==> config.mk <==
export PLATFORM = sky130hd
export DESIGN_NAME = adc_output_format_and_overrange
export DESIGN_NICKNAME = d
export VERILOG_FILES = /design/src/rtl/two_entry_buffer.v /design/src/rtl/adc_output_format_and_overrange.v
export VERILOG_INCLUDE_DIRS = /design/src /design/src/rtl
export SDC_FILE = /design/constraint.sdc
export NUM_CORES = 1
export LEC_CHECK = 0
export BUFFER_PORTS_ARGS = -buffer_cell sky130_fd_sc_hd__buf_2
export CAP_MARGIN = 15
export CORE_MARGIN = 1.5
export CORE_UTILIZATION = 57
export DETAILED_ROUTE_END_ITERATION = 16
export GPL_TIMING_DRIVEN = 0
export PLACE_DENSITY = 0.81
export RECOVER_POWER = 25
export SYNTH_ARGS = -nofsm -noshare
export SYNTH_HDL_FRONTEND = slang
export SYNTH_SLANG_ARGS = --single-unit
==> constraint.sdc <==
create_clock -name mclk -period 3.48 [get_ports mclk]
set_clock_uncertainty 0.2 [all_clocks]
set_input_delay 0.348 -clock mclk [delete_from_list [all_inputs] [get_ports mclk]]
set_output_delay 0.348 -clock mclk [all_outputs]
set_load 0.005 [all_outputs]
==> src/rtl/adc_output_format_consts.vh <==
// Purpose: constants for the converter output format and overrange register bank
// Assumes: 12-bit control port addresses, 8-bit register data
// Notes: register offsets are the control port addresses
//
// What this block does
// - eight overrange clear bits, bit n holds virtual converter n's flag cleared.
// - all overrange clear bits reset to zero, so every flag is enabled.
// - status bit n sets on an overrange of converter n; resets to zero.
// - overrange status register is read only; writes leave flags unchanged.
// - user pattern words 2, 3, 4 as low/high 8-bit registers, reset zero.
// - 3-bit selector picks status bit: low, overrange, monitor, fast detect, sysref.
// - output mode bit 2 inverts output samples when set; resets to zero.
// - format bits [1:0]: 00 offset binary, 01 twos complement; reset 0x01.
// - channel select bit 0 swaps the two channels when set; resets to zero.
// - user pattern repeats when selection bit is 0, plays once when 1.
`ifndef ADC_OUTPUT_FORMAT_CONSTS_VH
`define ADC_OUTPUT_FORMAT_CONSTS_VH

`define ADDR_W 12
`define SAMPLE_W 14
`define VCONV_N 8

`define ADDR_PATTERN_TWO_LOW 12'h553
`define ADDR_PATTERN_TWO_HIGH 12'h554
`define ADDR_PATTERN_THREE_LOW 12'h555
`define ADDR_PATTERN_THREE_HIGH 12'h556
`define ADDR_PATTERN_FOUR_LOW 12'h557
`define ADDR_PATTERN_FOUR_HIGH 12'h558
`define ADDR_STATUS_SOURCE 12'h559
`define ADDR_SAMPLE_FORMAT 12'h561
`define ADDR_OR_CLEAR 12'h562
`define ADDR_OR_STATUS 12'h563
`define ADDR_CHANNEL_ORDER 12'h564

`define RESET_PATTERN 8'h00
`define RESET_STATUS_SOURCE 8'h00
`define RESET_SAMPLE_FORMAT 8'h01
`define RESET_OR_CLEAR 8'h00
`define RESET_OR_STATUS 8'h00
`define RESET_CHANNEL_ORDER 8'h00

`define INVERT_BIT 2
`define SWAP_BIT 0

`define FMT_OFFSET_BINARY 2'h0
`define FMT_TWOS_COMP 2'h1

`define STAT_TIE_LOW 3'h0
`define STAT_OVERRANGE 3'h1
`define STAT_SIGNAL_MONITOR 3'h2
`define STAT_FAST_DETECT 3'h3
`define STAT_NOT_APPLICABLE 3'h4
`define STAT_SYSREF 3'h5

`define PATTERN_COUNT 2'h3

`endif

==> src/rtl/two_entry_buffer.v <==
// Purpose: two-entry valid/ready buffer in the sample path
// Assumes: single clock, synchronous active-high reset
// Notes: full and empty are exact; in_ready drops when both entries hold data
`timescale 1ns/100ps
module two_entry_buffer #(
    parameter WIDTH = 29
) (
    input wire mclk,
    input wire reset,
    input wire in_valid,
    output wire in_ready,
    input wire [WIDTH-1:0] in_data,
    output wire out_valid,
    input wire out_ready,
    output wire [WIDTH-1:0] out_data
);
    reg [WIDTH-1:0] mem [0:1];
    reg wr_ptr_reg;
    reg rd_ptr_reg;
    reg [1:0] count_reg;
    reg [1:0] count_next;
    wire push;
    wire pop;

    assign in_ready = (count_reg != 2'h2);
    assign out_valid = (count_reg != 2'h0);
    assign out_data = mem[rd_ptr_reg];
    assign push = in_valid && in_ready;
    assign pop = out_valid && out_ready;

    always @* begin
        count_next = count_reg;
        if (push && !pop) begin
            count_next = count_reg + 2'h1;
        end else if (pop && !push) begin
            count_next = count_reg - 2'h1;
        end
    end

    always @(posedge mclk) begin
        if (reset) begin
            wr_ptr_reg <= 1'b0;
            rd_ptr_reg <= 1'b0;
            count_reg <= 2'h0;
        end else begin
            count_reg <= count_next;
            if (push) begin
                wr_ptr_reg <= ~wr_ptr_reg;
            end
            if (pop) begin
                rd_ptr_reg <= ~rd_ptr_reg;
            end
        end
    end

    always @(posedge mclk) begin
        if (push) begin
            mem[wr_ptr_reg] <= in_data;
        end
    end
endmodule // two_entry_buffer

==> src/rtl/adc_output_format_and_overrange.v <==
// Purpose: output format stage and overrange flags of a dual converter
// Assumes: inputs synchronous to mclk; samples arrive as twos complement
// Notes: register reads answer one cycle after reg_rd with reg_rdata
`timescale 1ns/100ps
`include "adc_output_format_consts.vh"
module adc_output_format_and_overrange (
    input wire mclk,
    input wire reset,
    // control port
    input wire [`ADDR_W-1:0] reg_addr,
    input wire reg_wr,
    input wire [7:0] reg_wdata,
    input wire reg_rd,
    output reg [7:0] reg_rdata,
    output reg reg_rdata_valid,
    // test mode controls kept by neighbouring registers
    input wire pattern_mode_enable,
    input wire pattern_single,
    input wire [15:0] user_pattern_one,
    // converter sample input
    input wire in_valid,
    output wire in_ready,
    input wire [`SAMPLE_W-1:0] in_sample_a,
    input wire [`SAMPLE_W-1:0] in_sample_b,
    input wire in_overrange,
    input wire [`VCONV_N-1:0] vconv_overrange,
    input wire signal_monitor_bit,
    input wire fast_detect_flag,
    input wire sysref_bit,
    // formatted sample output
    output wire out_valid,
    input wire out_ready,
    output wire [`SAMPLE_W-1:0] out_sample_a,
    output wire [`SAMPLE_W-1:0] out_sample_b,
    output wire out_status
);
    localparam BUF_W = 2 * `SAMPLE_W + 1;

    reg [7:0] pattern_two_low_reg;
    reg [7:0] pattern_two_high_reg;
    reg [7:0] pattern_three_low_reg;
    reg [7:0] pattern_three_high_reg;
    reg [7:0] pattern_four_low_reg;
    reg [7:0] pattern_four_high_reg;
    reg [7:0] status_source_reg;
    reg [7:0] sample_format_reg;
    reg [7:0] or_clear_reg;
    reg [7:0] channel_order_reg;
    wire [`VCONV_N-1:0] or_status;

    reg [1:0] pattern_idx_reg;
    reg pattern_done_reg;
    reg [15:0] pattern_word;
    reg [`SAMPLE_W-1:0] raw_a;
    reg [`SAMPLE_W-1:0] raw_b;
    reg [`SAMPLE_W-1:0] fmt_a;
    reg [`SAMPLE_W-1:0] fmt_b;
    reg status_sel;
    wire accept;
    wire buf_in_ready;
    wire [BUF_W-1:0] buf_in;
    wire [BUF_W-1:0] buf_out;

    // applies number format then inversion to one sample
    // offset binary differs from twos complement only in the sign bit
    function [`SAMPLE_W-1:0] format_sample;
        input [`SAMPLE_W-1:0] s;
        input [1:0] fmt;
        input inv;
        reg [`SAMPLE_W-1:0] t;
        begin
            t = s;
            if (fmt == `FMT_OFFSET_BINARY) begin
                t[`SAMPLE_W-1] = ~s[`SAMPLE_W-1];
            end
            format_sample = inv ? ~t : t;
        end
    endfunction

    // register write side
    // narrow control registers keep only their implemented bits
    always @(posedge mclk) begin
        if (reset) begin
            pattern_two_low_reg <= `RESET_PATTERN;
            pattern_two_high_reg <= `RESET_PATTERN;
            pattern_three_low_reg <= `RESET_PATTERN;
            pattern_three_high_reg <= `RESET_PATTERN;
            pattern_four_low_reg <= `RESET_PATTERN;
            pattern_four_high_reg <= `RESET_PATTERN;
            status_source_reg <= `RESET_STATUS_SOURCE;
            sample_format_reg <= `RESET_SAMPLE_FORMAT;
            or_clear_reg <= `RESET_OR_CLEAR;
            channel_order_reg <= `RESET_CHANNEL_ORDER;
        end else if (reg_wr) begin
            case (reg_addr)
                `ADDR_PATTERN_TWO_LOW: begin
                    pattern_two_low_reg <= reg_wdata;
                end
                `ADDR_PATTERN_TWO_HIGH: begin
                    pattern_two_high_reg <= reg_wdata;
                end
                `ADDR_PATTERN_THREE_LOW: begin
                    pattern_three_low_reg <= reg_wdata;
                end
                `ADDR_PATTERN_THREE_HIGH: begin
                    pattern_three_high_reg <= reg_wdata;
                end
                `ADDR_PATTERN_FOUR_LOW: begin
                    pattern_four_low_reg <= reg_wdata;
                end
                `ADDR_PATTERN_FOUR_HIGH: begin
                    pattern_four_high_reg <= reg_wdata;
                end
                `ADDR_STATUS_SOURCE: begin
                    status_source_reg <= {5'h00, reg_wdata[2:0]};
                end
                `ADDR_SAMPLE_FORMAT: begin
                    sample_format_reg <= {5'h00, reg_wdata[2:0]};
                end
                `ADDR_OR_CLEAR: begin
                    or_clear_reg <= reg_wdata;
                end
                `ADDR_CHANNEL_ORDER: begin
                    channel_order_reg <= {7'h00, reg_wdata[0]};
                end
                default: begin
                    // status register and unmapped addresses take no write
                end
            endcase
        end
    end

    // one sticky flag per virtual converter; the clear bit is a hold, not a pulse
    genvar gi;
    generate
        for (gi = 0; gi < `VCONV_N; gi = gi + 1) begin : g_or_flag
            reg flag_reg;
            always @(posedge mclk) begin
                if (reset) begin
                    flag_reg <= 1'b0;
                // clear is tested first, so it beats an event in the same cycle
                end else if (or_clear_reg[gi]) begin
                    flag_reg <= 1'b0;
                end else if (vconv_overrange[gi]) begin
                    flag_reg <= 1'b1;
                end
            end
            assign or_status[gi] = flag_reg;
        end
    endgenerate

    // register read side
    // read data is registered; the valid strobe marks the cycle after the request
    always @(posedge mclk) begin
        if (reset) begin
            reg_rdata <= 8'h00;
            reg_rdata_valid <= 1'b0;
        end else begin
            reg_rdata_valid <= reg_rd;
            if (reg_rd) begin
                case (reg_addr)
                    `ADDR_PATTERN_TWO_LOW: begin
                        reg_rdata <= pattern_two_low_reg;
                    end
                    `ADDR_PATTERN_TWO_HIGH: begin
                        reg_rdata <= pattern_two_high_reg;
                    end
                    `ADDR_PATTERN_THREE_LOW: begin
                        reg_rdata <= pattern_three_low_reg;
                    end
                    `ADDR_PATTERN_THREE_HIGH: begin
                        reg_rdata <= pattern_three_high_reg;
                    end
                    `ADDR_PATTERN_FOUR_LOW: begin
                        reg_rdata <= pattern_four_low_reg;
                    end
                    `ADDR_PATTERN_FOUR_HIGH: begin
                        reg_rdata <= pattern_four_high_reg;
                    end
                    `ADDR_STATUS_SOURCE: begin
                        reg_rdata <= status_source_reg;
                    end
                    `ADDR_SAMPLE_FORMAT: begin
                        reg_rdata <= sample_format_reg;
                    end
                    `ADDR_OR_CLEAR: begin
                        reg_rdata <= or_clear_reg;
                    end
                    `ADDR_OR_STATUS: begin
                        reg_rdata <= or_status;
                    end
                    `ADDR_CHANNEL_ORDER: begin
                        reg_rdata <= channel_order_reg;
                    end
                    default: begin
                        // unmapped addresses read as zero
                        reg_rdata <= 8'h00;
                    end
                endcase
            end
        end
    end

    // user pattern sequencer, steps one word per accepted sample pair
    assign accept = in_valid && buf_in_ready;

    always @(posedge mclk) begin
        // leaving test mode rewinds the sequence to word one
        if (reset || !pattern_mode_enable) begin
            pattern_idx_reg <= 2'h0;
            pattern_done_reg <= 1'b0;
        end else if (accept && !pattern_done_reg) begin
            pattern_idx_reg <= pattern_idx_reg + 2'h1;
            // single mode stops after word four and sends zero words from then on
            if (pattern_idx_reg == `PATTERN_COUNT && pattern_single) begin
                pattern_done_reg <= 1'b1;
            end
        end
    end

    // word one is kept by a neighbouring register and arrives on a port
    always @* begin
        case (pattern_idx_reg)
            2'h0: begin
                pattern_word = user_pattern_one;
            end
            2'h1: begin
                pattern_word = {pattern_two_high_reg, pattern_two_low_reg};
            end
            2'h2: begin
                pattern_word = {pattern_three_high_reg, pattern_three_low_reg};
            end
            default: begin
                pattern_word = {pattern_four_high_reg, pattern_four_low_reg};
            end
        endcase
        if (pattern_done_reg) begin
            pattern_word = 16'h0000;
        end
    end

    // sample path: select source, swap, format
    // test patterns bypass the swap, so both channels carry the same word
    always @* begin
        if (pattern_mode_enable) begin
            raw_a = pattern_word[15:16-`SAMPLE_W];
            raw_b = pattern_word[15:16-`SAMPLE_W];
        end else if (channel_order_reg[`SWAP_BIT]) begin
            raw_a = in_sample_b;
            raw_b = in_sample_a;
        end else begin
            raw_a = in_sample_a;
            raw_b = in_sample_b;
        end
        fmt_a = format_sample(raw_a, sample_format_reg[1:0], sample_format_reg[`INVERT_BIT]);
        fmt_b = format_sample(raw_b, sample_format_reg[1:0], sample_format_reg[`INVERT_BIT]);
    end

    always @* begin
        case (status_source_reg[2:0])
            `STAT_TIE_LOW: begin
                status_sel = 1'b0;
            end
            `STAT_OVERRANGE: begin
                status_sel = in_overrange;
            end
            `STAT_SIGNAL_MONITOR: begin
                status_sel = signal_monitor_bit;
            end
            `STAT_FAST_DETECT: begin
                status_sel = fast_detect_flag;
            end
            `STAT_SYSREF: begin
                status_sel = sysref_bit;
            end
            default: begin
                // codes with no source, not-applicable included, give a low bit
                status_sel = 1'b0;
            end
        endcase
    end

    // the buffer alone decides when input is taken
    assign in_ready = buf_in_ready;

    // status bit travels with its sample pair so a stall cannot separate them
    assign buf_in = {status_sel, fmt_b, fmt_a};

    // two words of slack so a receiver stall never drops a sample
    two_entry_buffer #(
        .WIDTH(BUF_W)
    ) u_buffer (
        .mclk(mclk),
        .reset(reset),
        .in_valid(in_valid),
        .in_ready(buf_in_ready),
        .in_data(buf_in),
        .out_valid(out_valid),
        .out_ready(out_ready),
        .out_data(buf_out)
    );

    assign out_sample_a = buf_out[`SAMPLE_W-1:0];
    assign out_sample_b = buf_out[2*`SAMPLE_W-1:`SAMPLE_W];
    assign out_status = buf_out[BUF_W-1];
endmodule // adc_output_format_and_overrange

==> results of run 1 <==
==> repair_timing <==
| action | in CTS | in global routing |
|---|---|---|
| endpoints found under the hold margin | 9 | 0 |
| hold buffers | 9 | 0 |
| resized for setup | 0 | 0 |
==> layer usage <==
| layer | GRT usage, % | vias up | wire length [um] |
|---|---|---|---|
| met5 | 0 | - | 0 |
| met3 | 7.106 | 92 | 2294 |
| li1 | - | 3028 | - |
| met4 | 18.47 | 0 | 1230 |
| met1 | 42.47 | 3106 | 8671 |
| met2 | 54.54 | 478 | 10440 |
==> critical path: stages, from the launching register on <==
cell and delay (ns):
dfxtp_1 0.38, clkbuf_1 0.48, buf_1 0.49, mux2_2 0.40
buf_2 0.14
==> final cells by class <==
class | count | area share (%)
Timing Repair Buffer | 128 | 8.017
Inverter | 8 | 0.3346
Tap cell | 172 | 2.398
Clock buffer | 17 | 4.741
Buffer | 56 | 2.649
Multi-Input combinational cell | 543 | 40.20
Sequential cell | 146 | 39.04
Clock inverter | 15 | 2.621
==> power by group <==
part,switching (mW),total (mW),internal [mW]
clock,0.714,2.05,1.34
combinational,0.462,0.852,0.391
sequential,0.0473,2.00,1.95
total,1.22,4.90,3.68
==> path summary, 6_finish.rpt <==
path	to	depth (start not counted)
max	out_sample_b[5]	4
min	pattern_two_high_reg[5]	3
max reg2reg	u_buffer.mem[1][3]	8
min reg2reg	g_or_flag[4].flag_reg	1
==> cells in the final DEF (no fill, tap or decap), drive strengths merged, types with 3 or more instances in the layout <==
cell and n:
edfxtp 58, clkinv 6, mux2 35, nor2b 18, ha 5, a222oi 14
nor2 54, dlygate4sd3 9, nand4 3, xnor2 3, nor3 9, buf 128
a31oi 8, nand2 108, mux2i 51, a32oi 5, nand3 21, bufinv 6
nor3b 3, inv 10, mux4 5, xor2 31, a221oi 3, nor4 3
clkbuf 64, o21ai 61, and3 11, and4bb 5, a21oi 49, dfxtp 88
nand2b 4, a311oi 4, a22o 4
==> logic make-up (layout without fill, tap and decap cells) <==
group                    Yosys count  after routing  synth area share (%)
AND/OR/NAND/NOR                  254            254                 16.82
AO/OA/AOI/OAI                    159            159                 13.39
flip-flops                       146            146                 47.47
multiplexers                      91             91                 13.78
buffers and inverters             64            224                 3.662
XOR/XNOR                          34             34                 4.035
adder cells (fa/ha/maj)            5              5                0.8476
==> stage by stage <==
step / instance area [um2] / std cells
after floorplan: 7381 / 753
after global placement: 8182 / 1042
after detailed placement: 8239 / 1044
after CTS: 8990 / 1085
after global routing: 8974 / 1085
final: 8974 / 1085
==> impl.org, run 1 <==
** Status
- The flow ran to the end, and the final reports show no timing, DRC or antenna violations.

** Cells and area
- The register with the most flip-flops in the layout has 58 of them.
- Largest reg by FF count :: u_buffer.mem
- The post-route netlist has 22.56% of its cells at a drive strength greater than 1.
- Area Growth Syn to Fin :: 21.58%
- Fill cells in the final layout number 988.
- 0 antenna diodes ended up in the layout.
- Multi-input combinational cell area :: 0.003607 mm2
- Summing all flip-flop and latch instances after layout gives 0.003503 mm2.
- Post-layout utilization of the core :: 71.11%
- Number of nets in the layout :: 989

** Yosys
- Yosys mapped a number of flops with a built-in enable equal to 58.
- In this run the cell area of the synthesized design comes to 0.007381 mm2.
- Of all flip-flops after synthesis, the portion carrying an async set or reset was 0%.
- Sequential share of the synthesized area :: 47.47%
- Of the post-synthesis cell area, the dominant cell type holds 23.87%.
- By instance count, the leading cell after synthesis is nand2_1.
- Dividing the synthesized area by the synthesized cell count gives 9.802 um2.
- During synthesis, Yosys emitted a total of 0 warnings.
- Syn_nets :: 842
- Synthesis produced 753 cells.
- After synthesis the netlist holds a flip-flop and latch count of 146.
- The biggest area contributor in the post-synthesis netlist is dfxtp_1.
- The synthesized netlist contains 60 unique library cells.
- Sorting the synthesized cells by area gives the leading types as dfxtp_1 (24%), edfxtp_1 (24%), mux2i_1 (6.9%), nand2_1 (5.5%), mux2_2 (5.3%).
- Dominant synthesized flop cell :: dfxtp_1
- Most frequent cells after synthesis :: nand2_1 (108), dfxtp_1 (88), o21ai_0 (61)

** Route
- Average detailed-routed wire length per instance :: 20.86 um
- For this run, design rule violations remaining after detail routing come to 0.
- ANT nets after route :: 0
- Routed Wire Length :: 22630 um
- In the routed layout, each cell is associated on average with a via count of 6.179.
- Detailed routing inserted a total of 6704 vias.
- After the first detailed-routing iteration, the DRC count stood at 861.
- Before antenna repair, the detailed router went through 7 iterations.

** Setup path
- The worst setup path is launched from a flip-flop.
- By startpoint and endpoint, the worst setup path is classified as flip-flop to primary output.
- Critical path peak fanout :: 10
- Critical register-to-register path startpoint :: pattern_idx_reg[1]
- For the worst setup path, the data required time is 2.93 ns.
- Nature of the critical path endpoint :: primary output
- Reg2reg setup slack :: 0.79 ns
- Critical path data arrival time :: 2.31 ns

** Global routing
- Entering global routing, the biggest net connects 19 pins.
- Global routing consumed, over all layers together, 33.70% of the routing resources.
- Wire length of the first global-routing pass :: 33710 um
- Grt ovf :: 0
- Vias in the first global route :: 6310
- The initial antenna violation count is 0.

** Timing
- Setup slack on the critical path of the routed design comes to 0.6221 ns.
- Measured slew at the worst slew-check pin :: 1.216 ns
- The number of hold violations in the final report is 0.
- Relative slew slack :: 18.63%
- Hold is met by 0.04674 ns.
- Fin crit period :: 2.858 ns
- Final Setup Violations :: 0
- Static timing analysis puts the maximum clock frequency at 349.9 MHz.
- In the final timing run, aggregate negative setup slack is 0 ns.
- Final Max Slew Viols :: 0
- Part of the cycle the worst path needs :: 82.12%
- RSZ-0062 raised after global routing :: false

** Power and ir drop
- Dividing total power by cell area gives a power density of 546.3 mW/mm2.
- Worst vdd ir :: 370.8 uV
- Overall power consumption :: 4.902 mW
- For this design the static power due to leakage is 3.313 nW.

** Clocking
- Number of buffers created by CTS :: 17
- Worst-skew pair later-pin latency :: 0.43 ns
- Maximum buffer depth of the clock tree :: 2
- Clock-pin slew was measured on the worst setup and hold paths at 0.06 ns.
- For this design, the sink count on the clock tree is 146.
- TritonCTS built the clock tree.
- After clock tree synthesis, the setup repair step added 0 buffers.
- CTS built an H-tree with a depth of 4.
- Clock tree synthesis selected as its root buffer the cell clkbuf_16.

** Floorplan
- The floorplan step set the die width to 116.8 um.
- The floorplan has 41 rows.
- The die covers 0.01364 mm2.
- The core region is 0.01262 mm2.
- From bottom edge to top edge, the die measures 116.8 um.
- Effective utilization at floorplan :: 58.49%
- 124 I/O pins were placed.

** Flow run
- Across the run, the number of max-cap violations was 0.

** Place
- The congestion estimate from routability-driven global placement came to 1.002.
- Detailed placer's ending HPWL :: 16050 um
- During placement, the flow inserted port buffers numbering 117.
- DP Worst Slack :: 0.9029 ns

** Min path
- Start point of the worst min-delay path :: reg_wdata[5]
- The worst hold path belongs to the class primary input to flip-flop.
(Power assumes the default switching activity.)
==> run 2: changes to the inputs <==
- CORE_UTILIZATION: 57 -> 51
- PLACE_DENSITY: 0.81 -> 0.76
- clock period: 3.48 -> 2.5 ns (I/O delays scaled with it)
==> run 2 against run 1 <==
  * Setup slack worse by 0.62 ns
  * Sequential cell count is the same
  * Final cell count is 1.1% higher
  * Global-route usage is 3.5 points lower
  * First-iteration DRC count up 9.4%
  * Clock-buffer cell count is 2 higher
  * Utilization is 6.8 points lower
  * Routed wire length barely moved
  * Die area is 11% higher
  * Power increased by 36%
  * Critical path depth rose by 4
  * Largest power group is now sequential cells
  * Highest routed layer unchanged
==> impl.org, run 2 (synthesis gave the netlist of run 1 again) <==
** Timing
- The slew at the pin closest to its max-slew limit came to 0.8398 ns (-0.3762 ns).
- RSZ-0062 raised after global routing :: true
- Fin crit period :: 2.494 ns
- The number of slew-limit violations in the final report is 0 (unchanged).
- The final critical path takes up 99.77% of the cycle.
- Timing would allow up to 400.9 MHz.
- The final setup violation count was 0 (unchanged).
- The number of hold violations in the final report came to 0 (unchanged).
- The relative max-transition margin came to 43.88% (+25 points).
- The slack of the critical path is 0.005709 ns (-0.6164 ns).

** Setup path
- Critical path peak fanout :: 10 (unchanged)
- The required time of the worst setup path is 2.44 ns (-0.49 ns).
- The critical path in this run is classified as flip-flop to flip-flop.
- Critical path data arrival time :: 2.43 ns (+0.12 ns)
- Critical path startpoint category :: flip-flop
- Nature of the critical path endpoint :: flip-flop

** Global routing
- Antenna violations before repair :: 0 (unchanged)
- Grt ovf :: 0 (unchanged)
- GRT Resource Usage Total :: 30.24% (-3.5 points)
- The global-route wire length before repair came to 33850 um (+0.41%).
- The pin count of the biggest net entering global routing was 30 (+11).
- The via count of the first global-routing pass was 6253 (-0.90%).

** Route
- Routed Wire Length :: 22640 um (about the same)
- The DRC violation total after the first TritonRoute iteration was 942 (+9.4%).
- First drt pass iteration count :: 6 (-1)
- The average wire length per cell after detail routing is 20.64 um (-1.0%).
- The total via count after detailed routing was 6744 (+0.60%).
- Number of DRC violations after detailed routing :: 0 (unchanged)
- The ratio of routed vias to standard cells was 6.148 (-0.50%).
- ANT nets after route :: 0 (unchanged)

** Place
- The total instance count after detailed placement came to 1051 (+0.67%).
- The number of buffers added on ports was 117 (unchanged).
- The worst-case setup slack after placement is -0.1451 ns (-1.048 ns).
- Final Wtd Congestion :: 0.9561 (-4.6%)
- Detailed placer's ending HPWL :: 16270 um (+1.4%)

** Clocking
- CTS sink cnt :: 146 (unchanged)
- The worst-case clock buffer depth was 2 (unchanged).
- Number of buffers created by CTS :: 17 (unchanged)
- The clock-pin transition on the worst setup and hold timing paths was 0.06 ns (about the same).
- # H-tree levels :: 4 (unchanged)
- Cell at the root of the clock tree :: clkbuf_16
- Worst-skew pair later-pin latency :: 0.43 ns (about the same)
- TritonCTS clock tree :: yes
- The count of buffers added by post-CTS timing repair for setup came to 0 (unchanged).

** Power and ir drop
- The total power density per cell area came to 738.5 mW/mm2 (+35%).
- Leakage power total :: 3.317 nW (+0.10%)
- Overall power consumption :: 6.648 mW (+36%)
- The worst supply voltage drop on vdd is 580.8 uV (+57%).

** Floorplan
- The die width came to 123.3 um (+5.6%).
- Placeable core region :: 0.01399 mm2 (+11%)
- The effective utilization at floorplan is 52.76% (-5.7 points).
- The area enclosed by the die boundary is 0.01520 mm2 (+11%).
- The number of cell rows is 43 (+4.9%).
- The die outline height came to 123.3 um (+5.6%).
- The count of pins on the block boundary was 124 (unchanged).

** Cells and area
- Number of nets in the layout :: 993 (+0.40%)
- Most common library cell in the layout ignoring fill and taps :: buf_2
- Share of layout cells above drive strength 1 :: 23.23% (+0.66 points)
- Antenna Diode Count :: 0 (unchanged)
- The number of flip-flops in the largest register was 58 (unchanged).
- u_buffer.mem holds more flip-flops than any other register.
- Highest-count cells in the layout ignoring fill and taps :: buf_2 (119), nand2_1 (108), dfxtp_1 (86)
- Compared with the post-synthesis result, the final layout area differs by 21.95%.
- Non-filler cells, final :: 1097 (+1.1%)
- The number of inserted filler cells in the final layout was 1125 (+14%).

** Flow run
- Number of violations of the max-capacitance limit :: 0 (unchanged)

** Min path
- Class of the most critical hold timing path :: primary input to flip-flop

** Status
- Result of the run :: completed
-- run 2: per-stage QoR --
step | area, um2 | setup TNS [ns] | hold slack [ns] | util [%]
6_report | 9001 | 0 | 0.04258 | 64.35
5_1_grt | 9001 | -0.1112 | 0.07496 | 64.35
4_1_cts | 9011 | 0 | 0.04548 | 64.42
3_5_place_dp | 8227 | -1.187 | 0.2416 | 58.81
3_3_place_gp | 8192 | -17.22 | 0.2326 | 58.56
2_1_floorplan | 7381 | 0 | 0.1860 | -
-- run 2: power by group --
part | internal [mW] | switching (mW) | total, mW
Sequential | 2.72 | 0.0637 | 2.78
Clock | 1.67 | 1.02 | 2.69
Combinational | 0.532 | 0.647 | 1.18
Total | 4.92 | 1.73 | 6.65
-- run 2: final timing paths --
path,depth (start not counted),start,slack [ns],end
worst min-delay path,4,out_ready,0.04,u_buffer.rd_ptr_reg
worst min register to register,1,or_clear_reg[4],0.23,g_or_flag[4].flag_reg
worst max-delay path,8,pattern_idx_reg[0],0.006,u_buffer.mem[1][9]
worst max register to register,8,pattern_idx_reg[0],0.006,u_buffer.mem[1][9]
-- run 2: final cells by class --
type,instances,area [um2],area share (%)
buffer,54,245.2,2.724
clock buffer,19,432.9,4.810
clock inverter,13,182.7,2.029
inverter,8,30.03,0.3336
multi-input combinational,543,3620,40.21
sequential,146,3506,38.95
tap,180,225.2,2.502
timing repair buffer,134,759.5,8.438
-- run 2: routing by layer --
layer | track usage, % | wire length, um | up-vias
li1 | - | - | 3031
met1 | 39.95 | 9127 | 3195
met2 | 48.44 | 10460 | 451
met3 | 5.904 | 2388 | 67
met4 | 13.22 | 668 | 0
met5 | 0 | 0 | -
-- run 2: what timing repair did --
action / in CTS / in global routing
hold buffers: 16 / 0
resized for setup: 10 / 10
cloned: 0 / 0
hold endpoints to repair: 40 / 0
endpoints found under the setup margin: 36 / 38
pin swaps: 1 / 2
-- run 2: critical path: stages (launching register included) --
cell and delay, ns:
dfxtp_2 0.37, inv_1 0.08, ha_2 0.23, clkbuf_4 0.20, a222oi_1 0.52, o21ai_1 0.14, nand2_1 0.14, o21ai_0 0.13
xor2_1 0.19
==> run 3: changes to the inputs <==
- ABC_AREA: unset -> 1
==> run 3 against run 2 <==
  * Clock power fell by 8.6%
  * Routed wire length fell by 7.8%
  * Critical path depth rose by 1
  * Fmax rose by 6.1%
  * Largest power group unchanged
  * Utilization fell by 1.5 points
  * Critical endpoint is now u_buffer.mem[0][5]
  * Clock-buffer cell count rose by 4
  * Combinational power fell by 5%
  * Area after synthesis fell by 0.56%
==> impl.org, run 3 <==
** Timing
- Final Setup Violations :: 0 (unchanged)
- Setup repair after global routing left no endpoint under its margin.
- Fin crit period :: 2.351 ns (-0.1436 ns)
- The number of slew-limit violations in the final report was 0 (unchanged).
- The slack of the critical path was 0.1493 ns (+0.1436 ns).
- The slew at the pin closest to its max-slew limit is 0.8624 ns (+0.02254 ns).
- Hold Violations, Final :: 0 (unchanged)
- Part of the cycle the worst path needs :: 94.03% (-5.7 points)
- The relative max-transition margin was 42.37% (-1.5 points).
- Max Clk Rate :: 425.4 MHz (+6.1%)

** Clocking
- In this run the clock root is driven by a clkbuf_16.
- TritonCTS clock tree :: yes
- The count of clock tree sinks was 146 (unchanged).
- The worst-case clock buffer depth came to 2 (unchanged).
- The number of H-tree branching levels is 4 (unchanged).
- Number of buffers created by CTS :: 17 (unchanged)
- The clock-pin transition on the worst setup and hold timing paths was 0.06 ns (about the same).
- Worst-skew pair later-pin latency :: 0.43 ns (about the same)

** Yosys
- By count the netlist is led by nand2_1 (182), dfxtp_1 (88), a21oi_1 (86).
- The post-synthesis cell type count came to 32 (-47%).
- Share of synthesized flip-flops with an asynchronous set or reset :: 0% (unchanged)
- Top cell type's share of synthesized area :: 24.00% (+0.13 points)
- Dominant synthesized flop cell :: dfxtp_1
- Number of storage elements in the synthesis netlist :: 146 (unchanged)
- The mapped cell area came to 0.007340 mm2 (-0.56%).
- The post-synthesis cell count was 909 (+21%).
- The portion of the post-synthesis area used by sequential elements came to 47.73% (+0.27 points).
- Syn_nets :: 998 (+19%)
- nand2_1 is the most common cell in the netlist.
- The number of warnings printed during yosys synthesis is 0 (unchanged).
- Number of enable flip-flop cells after synthesis :: 58 (unchanged)
- Yosys attributes the largest share of cell area to dfxtp_1 (24%), edfxtp_1 (24%), nand2_1 (9.3%), a21oi_1 (5.9%), o21ai_0 (5.7%).
- The mean instance size in the synthesized netlist is 8.074 um2 (-18%).
- The largest total area in the synthesized netlist belongs to dfxtp_1.

** Cells and area
- Leaving out fill and tap cells, the most frequent cell in the layout is nand2_1.
- The number of antenna cells inserted is 0 (unchanged).
- The number of flip-flops in the largest register was 58 (unchanged).
- Final design area excluding fillers :: 0.008797 mm2 (-2.3%)
- More flip-flops sit in one register than any other, and that register is u_buffer.mem.
- From synthesis to final layout, the design area changed by 19.86%.
- Share of layout cells above drive strength 1 :: 19.07% (-4.2 points)
- Post-layout utilization of the core :: 62.89% (-1.5 points)
- Number of nets in the layout :: 1146 (+15%)
- The top cell types in the final layout, fill and taps aside, are nand2_1 (182), buf_2 (123), dfxtp_1 (88).

** Floorplan
- The die outline height was 123.0 um (-0.27%).
- Row Count :: 43 (unchanged)
- The count of pins on the block boundary is 124 (unchanged).
- The effective utilization at floorplan was 52.47% (-0.30 points).
- Placeable core region :: 0.01399 mm2 (unchanged)
- The area enclosed by the die boundary was 0.01512 mm2 (-0.54%).
- Horiz. Die Dim :: 123.0 um (-0.27%)

** Setup path
- The worst setup path is of the flip-flop to flip-flop kind.
- CP required :: 2.52 ns (+0.08 ns)
- Critical path startpoint category :: flip-flop
- Worst reg2reg path depth :: 9 (+1)
- Critical path data arrival time :: 2.37 ns (-0.06 ns)
- Critical path peak fanout :: 10 (unchanged)
- STA classifies the critical path endpoint as a flip-flop.

** Global routing
- Grt ovf :: 0 (unchanged)
- Wire length of the first global-routing pass :: 32200 um (-4.9%)
- The initial antenna violation count is 0 (unchanged).
- The via count of the first global-routing pass was 6428 (+2.8%).
- GRT Resource Usage Total :: 28.33% (-1.9 points)
- The pin count of the biggest net entering global routing was 31 (+3.3%).

** Route
- Average detailed-routed wire length per instance :: 16.70 um (-19%)
- The DRC violation total after the first TritonRoute iteration came to 784 (-17%).
- The DRC violation count after routing is 0 (unchanged).
- ANT nets after route :: 0 (unchanged)
- The total iterations of the first detailed-routing run was 7 (+1).
- Routed Wire Length :: 20870 um (-7.8%)
- The total via count after detailed routing came to 7017 (+4.0%).
- Drt via density :: 5.614 (-8.7%)

** Min path
- Class of the most critical hold timing path :: primary input to flip-flop
- Depth of the worst hold-timing path :: 3 (-1)

** Power and ir drop
- The post-route total power is 6.343 mW (-4.6%).
- Worst vdd ir :: 563.4 uV (-3.0%)
- The leakage power came to 3.534 nW (+6.6%).
- The total power density per cell area is 721.0 mW/mm2 (-2.4%).

** Status
- The flow ran to the end, and the final reports show no timing, DRC or antenna violations.

** Place
- The routability-driven placement congestion ratio is 0.9640 (+0.83%).
- Total cell area at the placement stage :: 0.008170 mm2 (-0.68%)
- The post-detailed-placement half-perimeter wirelength is 15290 um (-6.1%).
- Number of buffer cells added on primary ports :: 118 (+0.85%)
- DP Worst Slack :: 0.07681 ns (+0.2219 ns)

** Flow run
- The number of maximum-capacitance violations came to 0 (unchanged).
## run 3: changes by cell type after synthesis, moves of 23 or more
cell	delta
a21oi_1	+37
mux2i_1	-51
nand2_1	+74
o21ai_0	+23
nor2_1	+25
inv_1	+71
nand3_1	+42
## run 3: cell families after synthesis
family,count (synthesis),share of synthesized area [%]
mux,29,4.449
buf+inv,133,7.313
flops,146,47.73
compound gates,194,13.89
fa+ha+maj,5,0.8524
simple gates,372,22.18
xor+xnor,30,3.580
## run 3: repair_timing
action                                 4_1_cts  5_1_grt
hold buffers                                11        0
endpoints found under the hold margin       19        0
buffers inserted                             0        0
setup endpoints to repair                    0        8
resized for setup                            0        4
## run 3: metal layers
layer,track usage (%),wire length [um]
met1,35.19,8426
met3,6.780,1897
met2,46.56,9735
met4,13.23,815
met5,0,0
## run 3: power breakdown
group	internal, mW	switching [mW]	total (mW)
Sequential	2.72	0.0527	2.77
Clock	1.50	0.955	2.46
Combinational	0.462	0.654	1.12
## run 3: worst max-delay path, stage by stage, from the launching register on
cell,delay (ns)
dfxtp_1,0.36
inv_1,0.10
ha_1,0.20
inv_1,0.11
clkbuf_2,0.25
o21ai_0,0.12
o22ai_1,0.22
o21ai_0,0.19
nand2_1,0.13
xor2_1,0.28
## run 3: final timing paths
kind,from,endpoint,slack [ns]
worst max register to register,pattern_idx_reg[0],u_buffer.mem[0][5],0.15
worst min register to register,pattern_three_low_reg[0],pattern_three_low_reg[0],0.25
worst min-delay path,reg_wdata[0],pattern_four_low_reg[0],0.02
worst max-delay path,pattern_idx_reg[0],u_buffer.mem[0][5],0.15
## run 3: layout make-up
type / count / area, um2
timing repair buffer: 129 / 693.2
buffer: 45 / 196.4
tap: 180 / 225.2
sequential: 146 / 3503
fill: 1254 / 5191
clock buffer: 23 / 460.4
clock inverter: 9 / 107.6
multi-input combinational: 630 / 3281
inverter: 88 / 330.3
## run 3: per-stage QoR
step | TNS (ns) | std cells | hold WS [ns]
floorplan | 0 | 909 | 0.1984
global placement | -35.96 | 1207 | 0.2389
detailed placement | 0 | 1207 | 0.2417
CTS | 0 | 1250 | 0.003928
global route | 0 | 1250 | 0.04237
finish | 0 | 1250 | 0.01504
